--- src/common/ssr_pkg.sv ---
// Constants and state type of the sensor status and error reporting block
package ssr_pkg;
  // ------------------------------------------------------------------
  // Register indices (byte address is four times the index)
  // ------------------------------------------------------------------
  localparam logic [5:0] SSR_IDX_DATA0 = 6'h00;
  localparam logic [5:0] SSR_IDX_DATA_LAST = 6'h07;
  localparam logic [5:0] SSR_IDX_STATUS = 6'h18;
  localparam logic [5:0] SSR_IDX_ROUTE = 6'h19;
  localparam logic [5:0] SSR_IDX_CONFIG = 6'h1a;
  localparam logic [5:0] SSR_IDX_SEQ = 6'h1b;
  localparam logic [5:0] SSR_IDX_IST = 6'h1c;
  localparam logic [5:0] SSR_IDX_IMASK = 6'h1d;
  // ------------------------------------------------------------------
  // Field positions
  // ------------------------------------------------------------------
  localparam int SSR_ST_CHAN_LSB = 14;
  localparam int SSR_ST_ERR_LSB = 8;
  localparam int SSR_ST_RESULT_AVAILABLE_FLAG = 6;
  localparam int SSR_RT_OUT_LSB = 11;
  localparam int SSR_RT_INT_LSB = 2;
  localparam int SSR_RT_RESULT_AVAILABLE_FLAG = 0;
  localparam int SSR_CFG_CHAN_LSB = 14;
  localparam int SSR_SEQ_ON = 15;
  localparam int SSR_RESULT_AVAILABLE_FLAG_IST = 6;
  // Error vector order: under, over, timeout, amp high, amp low, zero count
  localparam int SSR_E_UR = 5;
  localparam int SSR_E_OR = 4;
  localparam int SSR_E_WD = 3;
  localparam int SSR_E_AH = 2;
  localparam int SSR_E_AL = 1;
  localparam int SSR_E_ZC = 0;
  // Writable bits of the routing register
  localparam logic [15:0] SSR_ROUTE_WMASK = 16'hf8fd;
  // ------------------------------------------------------------------
  // Reset values
  // ------------------------------------------------------------------
  localparam logic [15:0] SSR_ROUTE_RST = 16'h0000;
  localparam logic [1:0] SSR_CHAN_RST = 2'h0;
  localparam logic [3:0] SSR_SEQ_MASK_RST = 4'h3;
  localparam logic [6:0] SSR_IMASK_RST = 7'h00;

  typedef struct packed {
    logic pready;
    logic pslverr;
    logic [31:0] prdata;
    logic irq_n;
    logic [1:0] src_ch;
    logic [5:0] err;
    logic result_available_flag;
    logic [3:0] unread;
    logic [3:0] seen;
    logic [15:0] route;
    logic [1:0] act_ch;
    logic seq_on;
    logic [3:0] seq_mask;
    logic [6:0] ist;
    logic [6:0] imask;
    logic [3:0][27:0] data;
    logic [3:0][3:0] derr;
  } ssr_state_t;
endpackage

--- src/core/ssr_status_regs.sv ---
// Status, error latching, routing and APB register slave of the sensor converter
`timescale 1ns/1ps
`default_nettype none
// ----------------------------------------------------------------------
// ----------------------------------------------------------------------
// Register map, byte address is four times the index
// 0x00+2n  channel n upper word: [15:12] routed errors, [11:0] result 27:16
// 0x01+2n  channel n lower word: result 15:0
// 0x18     status, read only
// 0x19     error routing, writable bits f8fd
// 0x1a     single channel select in bits 15:14
// 0x1b     sequence enable in bit 15, channel mask in bits 3:0
// 0x1c     interrupt status, write one to clear, data ready in bit 6
// 0x1d     interrupt mask, same layout as 0x1c
// Unmapped or misaligned addresses answer with pslverr and zero data.
// ----------------------------------------------------------------------
// Status word
// ----------------------------------------------------------------------
// [15:14] source channel of the held errors
// [13:8]  under, over, timeout, amp high, amp low, zero count
// [6]     data ready
// [3:0]   unread results, channel 0 at bit 3
// ----------------------------------------------------------------------
// Limitations
// ----------------------------------------------------------------------
// Read clears act on the edge that loads read data, one edge before the
// master samples it; an event in that cycle still sets its flag.
// Upper and lower data words are not shadowed: a result landing between
// the two reads mixes an old and a new half.
// ----------------------------------------------------------------------
module ssr_status_regs
  import ssr_pkg::*;
(
  input wire logic sys_clk_i, // 20 MHz clock
  input wire logic rst_n_i, // Synchronous reset, active low
  input wire logic psel_i, // APB select
  input wire logic penable_i, // APB enable
  input wire logic pwrite_i, // APB direction
  input wire logic [7:0] paddr_i, // APB byte address
  input wire logic [31:0] pwdata_i, // APB write data
  output logic pready_o, // APB ready
  output logic [31:0] prdata_o, // APB read data
  output logic pslverr_o, // APB error, unmapped address
  input wire logic result_valid_i, // One-cycle pulse, new result
  input wire logic [1:0] evt_chan_i, // Channel of result or fault
  input wire logic [27:0] result_data_i, // Conversion result
  input wire logic [5:0] fault_i, // Fault pulses, order UR OR WD AH AL ZC
  output logic irq_n_pin_o, // Interrupt, active low
  output logic [1:0] single_channel_select_o, // Channel for single mode
  output logic multi_channel_sequence_on_o, // Sequential mode on
  output logic [3:0] seq_channel_mask_o // Channels in the sequence
);

  // --------------------------------------------------------------------
  // Helpers
  // --------------------------------------------------------------------
  function automatic logic [5:0] reg_index(input logic [7:0] a);
    reg_index = a[7:2];
  endfunction

  function automatic logic addr_mapped(input logic [7:0] a);
    logic [5:0] i;
    i = a[7:2];
    addr_mapped = (a[1:0] == 2'b00) &&
      ((i <= SSR_IDX_DATA_LAST) || (i >= SSR_IDX_STATUS && i <= SSR_IDX_IMASK));
  endfunction

  function automatic logic [3:0] chan_bit(input logic [1:0] c);
    chan_bit = 4'h1 << c;
  endfunction

  function automatic logic [15:0] pack_status(input ssr_state_t s);
    logic [15:0] w;
    w = 16'h0000;
    w[SSR_ST_CHAN_LSB +: 2] = s.src_ch;
    w[SSR_ST_ERR_LSB +: 6] = s.err;
    w[SSR_ST_RESULT_AVAILABLE_FLAG] = s.result_available_flag;
    w[3] = s.unread[0];
    w[2] = s.unread[1];
    w[1] = s.unread[2];
    w[0] = s.unread[3];
    pack_status = w;
  endfunction

  // Reserved and unmapped bits read as zero
  function automatic logic [31:0] read_word(input ssr_state_t s, input logic [7:0] a);
    logic [5:0] i;
    logic [1:0] c;
    logic [31:0] w;
    i = reg_index(a);
    c = i[2:1];
    w = 32'h0000_0000;
    if (!addr_mapped(a)) begin
      w = 32'h0000_0000;
    end else if (i <= SSR_IDX_DATA_LAST) begin
      if (i[0]) begin
        w[15:0] = s.data[c][15:0];
      end else begin
        w[15:12] = s.derr[c];
        w[11:0] = s.data[c][27:16];
      end
    end else begin
      case (i)
        SSR_IDX_STATUS: w[15:0] = pack_status(s);
        SSR_IDX_ROUTE: w[15:0] = s.route;
        SSR_IDX_CONFIG: w[SSR_CFG_CHAN_LSB +: 2] = s.act_ch;
        SSR_IDX_SEQ: begin
          w[SSR_SEQ_ON] = s.seq_on;
          w[3:0] = s.seq_mask;
        end
        SSR_IDX_IST: w[6:0] = s.ist;
        SSR_IDX_IMASK: w[6:0] = s.imask;
        default: w = 32'h0000_0000;
      endcase
    end
    read_word = w;
  endfunction

  function automatic logic [3:0] data_flags(input logic [5:0] f, input logic [15:0] r);
    logic [3:0] g;
    g[3] = f[SSR_E_UR] & r[SSR_RT_OUT_LSB + 4];
    g[2] = f[SSR_E_OR] & r[SSR_RT_OUT_LSB + 3];
    g[1] = f[SSR_E_WD] & r[SSR_RT_OUT_LSB + 2];
    g[0] = (f[SSR_E_AH] & r[SSR_RT_OUT_LSB + 1]) |
           (f[SSR_E_AL] & r[SSR_RT_OUT_LSB]);
    data_flags = g;
  endfunction

  // Sequence bookkeeping: next set of channels seen and whether it is
  // complete. An empty mask never completes, so a sequence with no
  // channels cannot raise data-ready.
  function automatic logic [4:0] seq_step(input logic [3:0] seen, input logic [1:0] c,
    input logic [3:0] m);
    logic [3:0] n;
    logic done;
    n = seen | (chan_bit(c) & m);
    done = (m != 4'h0) && ((n & m) == m);
    if (done) begin
      n = 4'h0;
    end
    seq_step = {done, n};
  endfunction

  // Status and data words are read-only: writing them changes nothing
  function automatic ssr_state_t apply_write(input ssr_state_t s, input logic [5:0] i,
    input logic [31:0] wd);
    ssr_state_t n;
    n = s;
    case (i)
      SSR_IDX_ROUTE: n.route = wd[15:0] & SSR_ROUTE_WMASK;
      SSR_IDX_CONFIG: n.act_ch = wd[SSR_CFG_CHAN_LSB +: 2];
      SSR_IDX_SEQ: begin
        n.seq_on = wd[SSR_SEQ_ON];
        n.seq_mask = wd[3:0];
      end
      SSR_IDX_IST: n.ist = s.ist & ~wd[6:0];
      SSR_IDX_IMASK: n.imask = wd[6:0];
      default: n = s;
    endcase
    apply_write = n;
  endfunction

  function automatic logic is_upper_word(input logic [5:0] i);
    is_upper_word = (i <= SSR_IDX_DATA_LAST) && !i[0];
  endfunction

  function automatic logic irq_level(input logic [6:0] st, input logic [6:0] m);
    irq_level = ~|(st & m);
  endfunction

  ssr_state_t q, d;

  // --------------------------------------------------------------------
  // Next state
  // --------------------------------------------------------------------
  always_comb begin
    logic acc;
    logic wr_done;
    logic [5:0] idx;
    logic [1:0] rch;
    logic [5:0] err_new;
    logic [3:0] dflag;
    logic result_available_flag_evt;
    logic [3:0] seen_n;
    acc = 1'b0;
    wr_done = 1'b0;
    idx = 6'h00;
    rch = 2'b00;
    err_new = 6'h00;
    dflag = 4'h0;
    result_available_flag_evt = 1'b0;
    seen_n = 4'h0;
    d = q;

    // ------------------------------------------------------------------
    // APB: answer one cycle into the access phase
    // ------------------------------------------------------------------
    acc = psel_i & penable_i & ~q.pready;
    wr_done = psel_i & penable_i & q.pready & pwrite_i & ~q.pslverr;
    idx = reg_index(paddr_i);
    rch = idx[2:1];
    d.pready = acc;
    if (acc) begin
      d.pslverr = ~addr_mapped(paddr_i);
      d.prdata = read_word(q, paddr_i);
    end

    // ------------------------------------------------------------------
    // Read side effects act on the edge that captures read data,
    // so an event can never slip between the snapshot and the clear
    // ------------------------------------------------------------------
    if (acc && !pwrite_i && addr_mapped(paddr_i)) begin
      if (idx == SSR_IDX_STATUS) begin
        d.err = 6'h00;
        d.src_ch = 2'b00;
        d.result_available_flag = 1'b0;
      end
      if (is_upper_word(idx)) begin
        d.unread[rch] = 1'b0;
        d.derr[rch] = 4'h0;
        if (rch == q.src_ch) begin
          d.err = 6'h00;
          d.src_ch = 2'b00;
        end
      end
    end

    // ------------------------------------------------------------------
    // Writes take effect at the edge where the master sees pready;
    // the status register and data words are read-only
    // ------------------------------------------------------------------
    if (wr_done) begin
      d = apply_write(d, idx, pwdata_i);
    end

    // ------------------------------------------------------------------
    // Error latching: events set after the clears, so a set wins
    // ------------------------------------------------------------------
    err_new = fault_i & q.route[SSR_RT_INT_LSB +: 6];
    if (|err_new) begin
      if (d.err == 6'h00) begin
        d.src_ch = evt_chan_i;
      end
      d.err = d.err | err_new;
    end

    // ------------------------------------------------------------------
    // Errors marked in the channel's data word
    // ------------------------------------------------------------------
    dflag = data_flags(fault_i, q.route);
    d.derr[evt_chan_i] = d.derr[evt_chan_i] | dflag;

    // ------------------------------------------------------------------
    // Results, unread tracking and data-ready
    // ------------------------------------------------------------------
    seen_n = q.seen;
    if (result_valid_i) begin
      d.data[evt_chan_i] = result_data_i;
      d.unread[evt_chan_i] = 1'b1;
      if (q.seq_on) begin
        {result_available_flag_evt, seen_n} = seq_step(q.seen, evt_chan_i, q.seq_mask);
      end else begin
        result_available_flag_evt = (evt_chan_i == q.act_ch);
      end
    end
    // Leaving or entering sequence mode restarts the collection
    if (wr_done && idx == SSR_IDX_SEQ) begin
      seen_n = 4'h0;
    end
    d.seen = seen_n;
    result_available_flag_evt = result_available_flag_evt & q.route[SSR_RT_RESULT_AVAILABLE_FLAG];
    if (result_available_flag_evt) begin
      d.result_available_flag = 1'b1;
    end

    // ------------------------------------------------------------------
    // Interrupt status is sticky; a new event beats a same-cycle clear
    // ------------------------------------------------------------------
    d.ist = d.ist | {result_available_flag_evt, err_new};
    d.irq_n = irq_level(d.ist, d.imask);

    // ------------------------------------------------------------------
    // Reset loads every field by name, so a new field needs its own line here
    // ------------------------------------------------------------------
    if (!rst_n_i) begin
      d.pready = 1'b0;
      d.pslverr = 1'b0;
      d.prdata = 32'h0000_0000;
      d.irq_n = 1'b1;
      d.src_ch = 2'b00;
      d.err = 6'h00;
      d.result_available_flag = 1'b0;
      d.unread = 4'h0;
      d.seen = 4'h0;
      d.route = SSR_ROUTE_RST;
      d.act_ch = SSR_CHAN_RST;
      d.seq_on = 1'b0;
      d.seq_mask = SSR_SEQ_MASK_RST;
      d.ist = 7'h00;
      d.imask = SSR_IMASK_RST;
      d.data = '0;
      d.derr = '0;
    end
  end

  // --------------------------------------------------------------------
  // State register
  // --------------------------------------------------------------------
  always_ff @(posedge sys_clk_i) begin
    q <= d;
  end

  // --------------------------------------------------------------------
  // Outputs, all straight from the state register
  // --------------------------------------------------------------------
  assign pready_o = q.pready;
  assign prdata_o = q.prdata;
  assign pslverr_o = q.pslverr;
  assign irq_n_pin_o = q.irq_n;
  assign single_channel_select_o = q.act_ch;
  assign multi_channel_sequence_on_o = q.seq_on;
  assign seq_channel_mask_o = q.seq_mask;

endmodule
`default_nettype wire

--- config.mk ---
export PLATFORM = sky130hd
export DESIGN_NAME = ssr_status_regs
export DESIGN_NICKNAME = d
export VERILOG_FILES = /design/src/common/ssr_pkg.sv /design/src/core/ssr_status_regs.sv
export SDC_FILE = /design/constraint.sdc
export NUM_CORES = 1
export LEC_CHECK = 0
export BUFFER_PORTS_ARGS = -buffer_cell sky130_fd_sc_hd__buf_4
export CAP_MARGIN = 25
export CORE_UTILIZATION = 57
export CTS_BUF_LIST = sky130_fd_sc_hd__clkbuf_16
export DETAILED_ROUTE_END_ITERATION = 10
export GPL_TIMING_DRIVEN = 0
export PLACE_DENSITY = 0.79
export SLEW_MARGIN = 20
export SYNTH_ARGS = -nofsm -noshare
export SYNTH_HDL_FRONTEND = slang
export SYNTH_SLANG_ARGS = --single-unit
--- constraint.sdc ---
create_clock -name sys_clk_i -period 2.69 [get_ports sys_clk_i]
set_input_delay 0.538 -clock sys_clk_i [delete_from_list [all_inputs] [get_ports sys_clk_i]]
set_output_delay 0.538 -clock sys_clk_i [all_outputs]
set_load 0.02 [all_outputs]
Yosys cells after proc, flatten, opt, wreduce, memory -nomap -nowiden
Cells that the tools add are included.

Register bits: 213. Latch bits: 0. Memory bits (writable): 0. Bits in read-only memories: 0. Input port bits: 82. Output and inout port bits: 42. Logic and storage cells: 139. Memories: 0.

Add/subtract/negate cells: 0. Multiply operators: 0. Divide/modulo/power cells: 0. Order comparisons: 7. Eq/ne operators: 9. Shift operators: 1. Multiplexer cells: 45. Bitwise gates (word level): 31. Reductions and logical operators: 23.

Operator list (number): 142-bit 2-to-1 mux (1); 112-bit bitwise mux (1); 112-bit 2-to-1 mux (1); 16-bit 2-to-1 mux (5); 28-bit binary-select mux with 2-bit select (1); 28-bit demux with 2-bit select (1); 28-bit 2-to-1 mux (2); 6-bit by 5-bit == test with 1-bit output (second input constant) (6); 33-bit 2-to-1 mux (1); 4-bit 2-to-1 mux (7); 8-bit 2-to-1 mux (3); 4-bit case mux with 5 select lines (1); 16-bit AND (1); 4-bit binary-select mux with 2-bit select (2); 16-bit bitwise mux (1); 4-bit demux with 2-bit select (2); 16-bit inverter (1); 7-bit AND (2); 7-bit 2-to-1 mux (2); 7-bit case mux with 2 select lines (1); 13-bit 2-to-1 mux (1); 4-bit AND (3); 4-bit OR (3); 3-bit case mux with 4 select lines (1); 32 further kinds (66).

Logic depth before layout (Yosys ltp)
Depth after elaboration: 13. Depth in mapped cells: 8. Gate-level depth less buffers: 6.

Worst setup path after synthesis
No wires, ideal clock.

Path type: input to register. Start point: input port paddr_i[2]. End point: register q (netlist bit irq_n_pin_o). Library setup time: 0.084 ns. Arrival time: 2.163 ns. Required time: 2.606 ns. Slack: 0.442 ns. Stages: 7. Buffers on the path: 1. Path through: buf_4 > nor4b_2 > nand4_1 > o21ai_0 > a21oi_1 > or4_1 > o31ai_2.

Longest elaborated chain between the ends: 7. Elaborated cells on any way between the ends: 9. Those cells by class: eq/ne: 2; mux: 3; bitwise: 2; reduce/logical: 2.

RTL lines: start, declared (line ssr_status_regs.sv:39) `input wire logic [7:0] paddr_i,`; 6-bit by 5-bit == test with 1-bit output (line ssr_status_regs.sv:149) `case (i)`; 7-bit 2-to-1 mux (line ssr_status_regs.sv:149); 142-bit 2-to-1 mux (*) (line ssr_status_regs.sv:232) `if (wr_done) begin`; 7-bit OR (line ssr_status_regs.sv:279) `d.ist = d.ist | {result_available_flag_evt, err_new};`; 7-bit AND (*) (line ssr_status_regs.sv:168) `irq_level = ~|(st & m);`; 7-bit OR reduction (*) (line ssr_status_regs.sv:168); 1-bit logical NOT (*) (line ssr_status_regs.sv:168); end signal, assigned (line ssr_status_regs.sv:310) `q <= d;`; end, declared (line ssr_status_regs.sv:171) `ssr_state_t q, d;`.

Mark *: on every way between the ends. The rest lies on a longest branch, timed or not. A chain may end at the register's enable or synchronous reset.

Worst setup path after layout
Start point: register q (netlist bit pready_o). End point: register q[15] in the netlist's numbering.

Longest elaborated chain between the ends: 10.

RTL lines: 1-bit inverter (*) (line ssr_status_regs.sv:198) `acc = psel_i & penable_i & ~q.pready;`; 1-bit AND (*) (line ssr_status_regs.sv:198); 1-bit logical AND (*) (2 in a row) (line ssr_status_regs.sv:212) `if (acc && !pwrite_i && addr_mapped(paddr_i)) begin`; 16-bit 2-to-1 mux (*) (line ssr_status_regs.sv:212); 142-bit 2-to-1 mux (*) (line ssr_status_regs.sv:232); 4-bit binary-select mux with 2-bit select (line ssr_status_regs.sv:251) `d.derr[evt_chan_i] = d.derr[evt_chan_i] | dflag;`; 4-bit 2-to-1 mux (not written as such) (line ssr_status_regs.sv:251); 4-bit OR (line ssr_status_regs.sv:251); 16-bit bitwise mux (*) (line ssr_status_regs.sv:251).

Mark *: on every way between the ends. The rest lies on a longest branch, timed or not. The select of a mux whose other input is x is not followed.

==> run metrics <==
Logic pwr share 9.1%; Post-synth EDFFs 0; switching part of the total 24.85%; CTS tree yes; cell row count 44; DR iter-0 viols 1078; Port-buffer cells 86; fin area 10230 sq um; syn_area_per_cell 8.361 sq um; total CTS buffers 17; global-route wire length before repair 41600 um; number of remaining DRC errors 0; setup TNS 0 ns; DP Area 9669 sq um; Final nets 1247; most frequent cells in the layout nand2_1, dfxtp_1, a21oi_1, buf_4, clkbuf_1; Setup Crit Path Kind reg -> reg; All-Layer GR Usage 34.79%; asr flop ratio synth 0%; via count 8265; Max H-tree Level 4; GRT overflow 0; core area 14750 sq um; Clock Latency Late Sink 0.45 ns; Die W 125.8 um; area of the die 15830 sq um; Peak VDD IR 500.5 uV; Worst Setup Slack post-DPL -0.1368 ns; Net Sw Power 0.001493 W; vias in the first global route 7540; GPL Wtd Cong 0.9586; Pint 0.004516 W; largest net degree at the start of global routing 17; commonest non-fill, non-tap cell in the layout nand2_1; Power, Total 0.006010 W; Layout area overhead 17.04%; cell area after synthesis 8737 sq um; Hold Path Class in -> reg; setup ws final 0.08327 ns; vias per cell 6.068; Initial Utilization 59.22%; DP Wirelength 19090 um; Root Driver clkbuf_16; CP Max Fanout 10; post-layout util 69.31%; status finished clean; Max-slew headroom 34.62%; Slew Viols, Final 0; FMAX 0.3836 GHz; #FFs+latches synth 197; CP Capture Type register; Initial DRT Pass Iterations 6; Post-synth top flop dfxtp_1; routed length per instance 19.77 um; RSZ-0062 raised after global routing no; Clk pin slew, worst setup/hold paths 0.07 ns; worst path required time 3.01 ns; Max-cap violations 0; Leakage 3.904 nW; crit share post-route 96.90%; initial antenna violation count 0; Clk pwr share 40.9%; layout cells sized above 1 16.72%; fillcell total 1230; clk buf depth 2; register area share after synthesis 45.14%; DRT antenna net count 0; final hold vios 0; n_diodes 0; unique cell type count in the Yosys netlist 53; Crit path arrival time 2.93 ns; IO Pins 124; crit path launch type register; setup violators final 0; PwrDens 587.7 nW/um^2; Detailed Route WL 26930 um; Slew @ Worst Pin 0.9785 ns; minimum clock period 2.607 ns; die extent in y 125.8 um; # clock sinks 197; Clock Skews 0.008601 ns; sequential share of power 50.0%; Post-Syn Instances 1045; Synthesis Warnings 0
-- worst max-delay path, cell delays in order (launching register included) --
cell and delay (ns):
dfxtp_1 0.31, nand3b_1 0.46, nor4_2 0.43, nor4b_2 0.58
nand3_1 0.37, a32oi_1 0.28, nor2_1 0.06
-- power groups by stage --
| stage | Clock [W] | Combinational (W) | Sequential [W] |
|---|---|---|---|
| floorplan | 0 | 0.000304 | 0.00306 |
| global placement | 0 | 0.000524 | 0.00307 |
| detailed placement | 0 | 0.000530 | 0.00307 |
| CTS | 0.00244 | 0.000535 | 0.00301 |
| global route | 0.00257 | 0.000583 | 0.00301 |
| finish | 0.00246 | 0.000546 | 0.00301 |
-- cell families after synthesis --
kind of cell              after synthesis  synth area share, %
xor gates and xnor gates                4               0.4010
muxes                                  60                10.43
and+or+nand+nor                       404                19.63
buffers and inverters                 121                7.003
DFF                                   197                45.14
other                                   1              0.04292
AOI/OAI and AO/OA                     258                17.36
-- registers in the layout, indices dropped and copies added, names as in the netlist --
name and flops:
multi_channel_sequence_on_o 1, single_channel_select_o 2, irq_n_pin_o 1, seq_channel_mask_o 4
prdata_o 16, pslverr_o 1, q 171, pready_o 1
-- final cells by class --
type	count	area, sq um	area share (%)
Buffer	110	570.5	5.579
Clock buffer	17	425.4	4.160
Clock inverter	15	125.1	1.224
Inverter	11	41.29	0.4038
Multi-Input combinational cell	742	4244	41.50
Sequential cell	197	3944	38.57
Tap cell	184	230.2	2.251
Timing Repair Buffer	86	645.6	6.313
-- through the flow --
stage / hold slack, ns / std cells
after global placement: 0.4381 / 1330
after detailed placement: 0.4432 / 1330
after global routing: 0.3369 / 1362
after CTS: 0.3279 / 1362
after floorplan: 0.4322 / 1060
final: 0.3300 / 1362
-- synth_stat cells (6+ instances only) --
master / count / share of area (%)
nor2_1: 52 / 2.2
buf_2: 9 / 0.52
nand2_1: 279 / 12
o21ai_0: 23 / 1.3
a22oi_1: 31 / 2.7
and2_1: 13 / 0.93
inv_1: 10 / 0.43
mux2_2: 6 / 0.77
mux2i_1: 28 / 3.2
a32oi_1: 16 / 1.6
a21oi_1: 157 / 9.0
dfxtp_1: 197 / 45
clkbuf_1: 60 / 2.6
nand3_1: 23 / 1.3
buf_4: 39 / 3.4
mux4_2: 24 / 6.2
nor2b_1: 9 / 0.64
-- timing repair --
item / 4_1_cts / 5_1_grt
buffers inserted: 0 / 0
hold buffers: 0 / 0
gates resized for setup: 0 / 1
setup endpoints to repair: 0 / 28
-- path summary, 6_finish.rpt --
path / startpoint / endpoint / slack [ns] / depth (start not counted)
setup / recovery: pready_o / q[15] / 0.08 / 6
hold / removal: rst_n_i / irq_n_pin_o / 0.33 / 2
setup reg to reg: pready_o / q[15] / 0.08 / 6
hold reg to reg: q[88] / q[88] / 0.45 / 2
-- layer usage --
layer	wire length, um	part of all wire, %	track usage, %
met1	10850	40	47.07
met4	1150	4.3	18.64
met5	0	0	0
met2	11820	44	52.55
met3	3119	12	7.094
No activity file was read; power rests on OpenSTA's default activity.
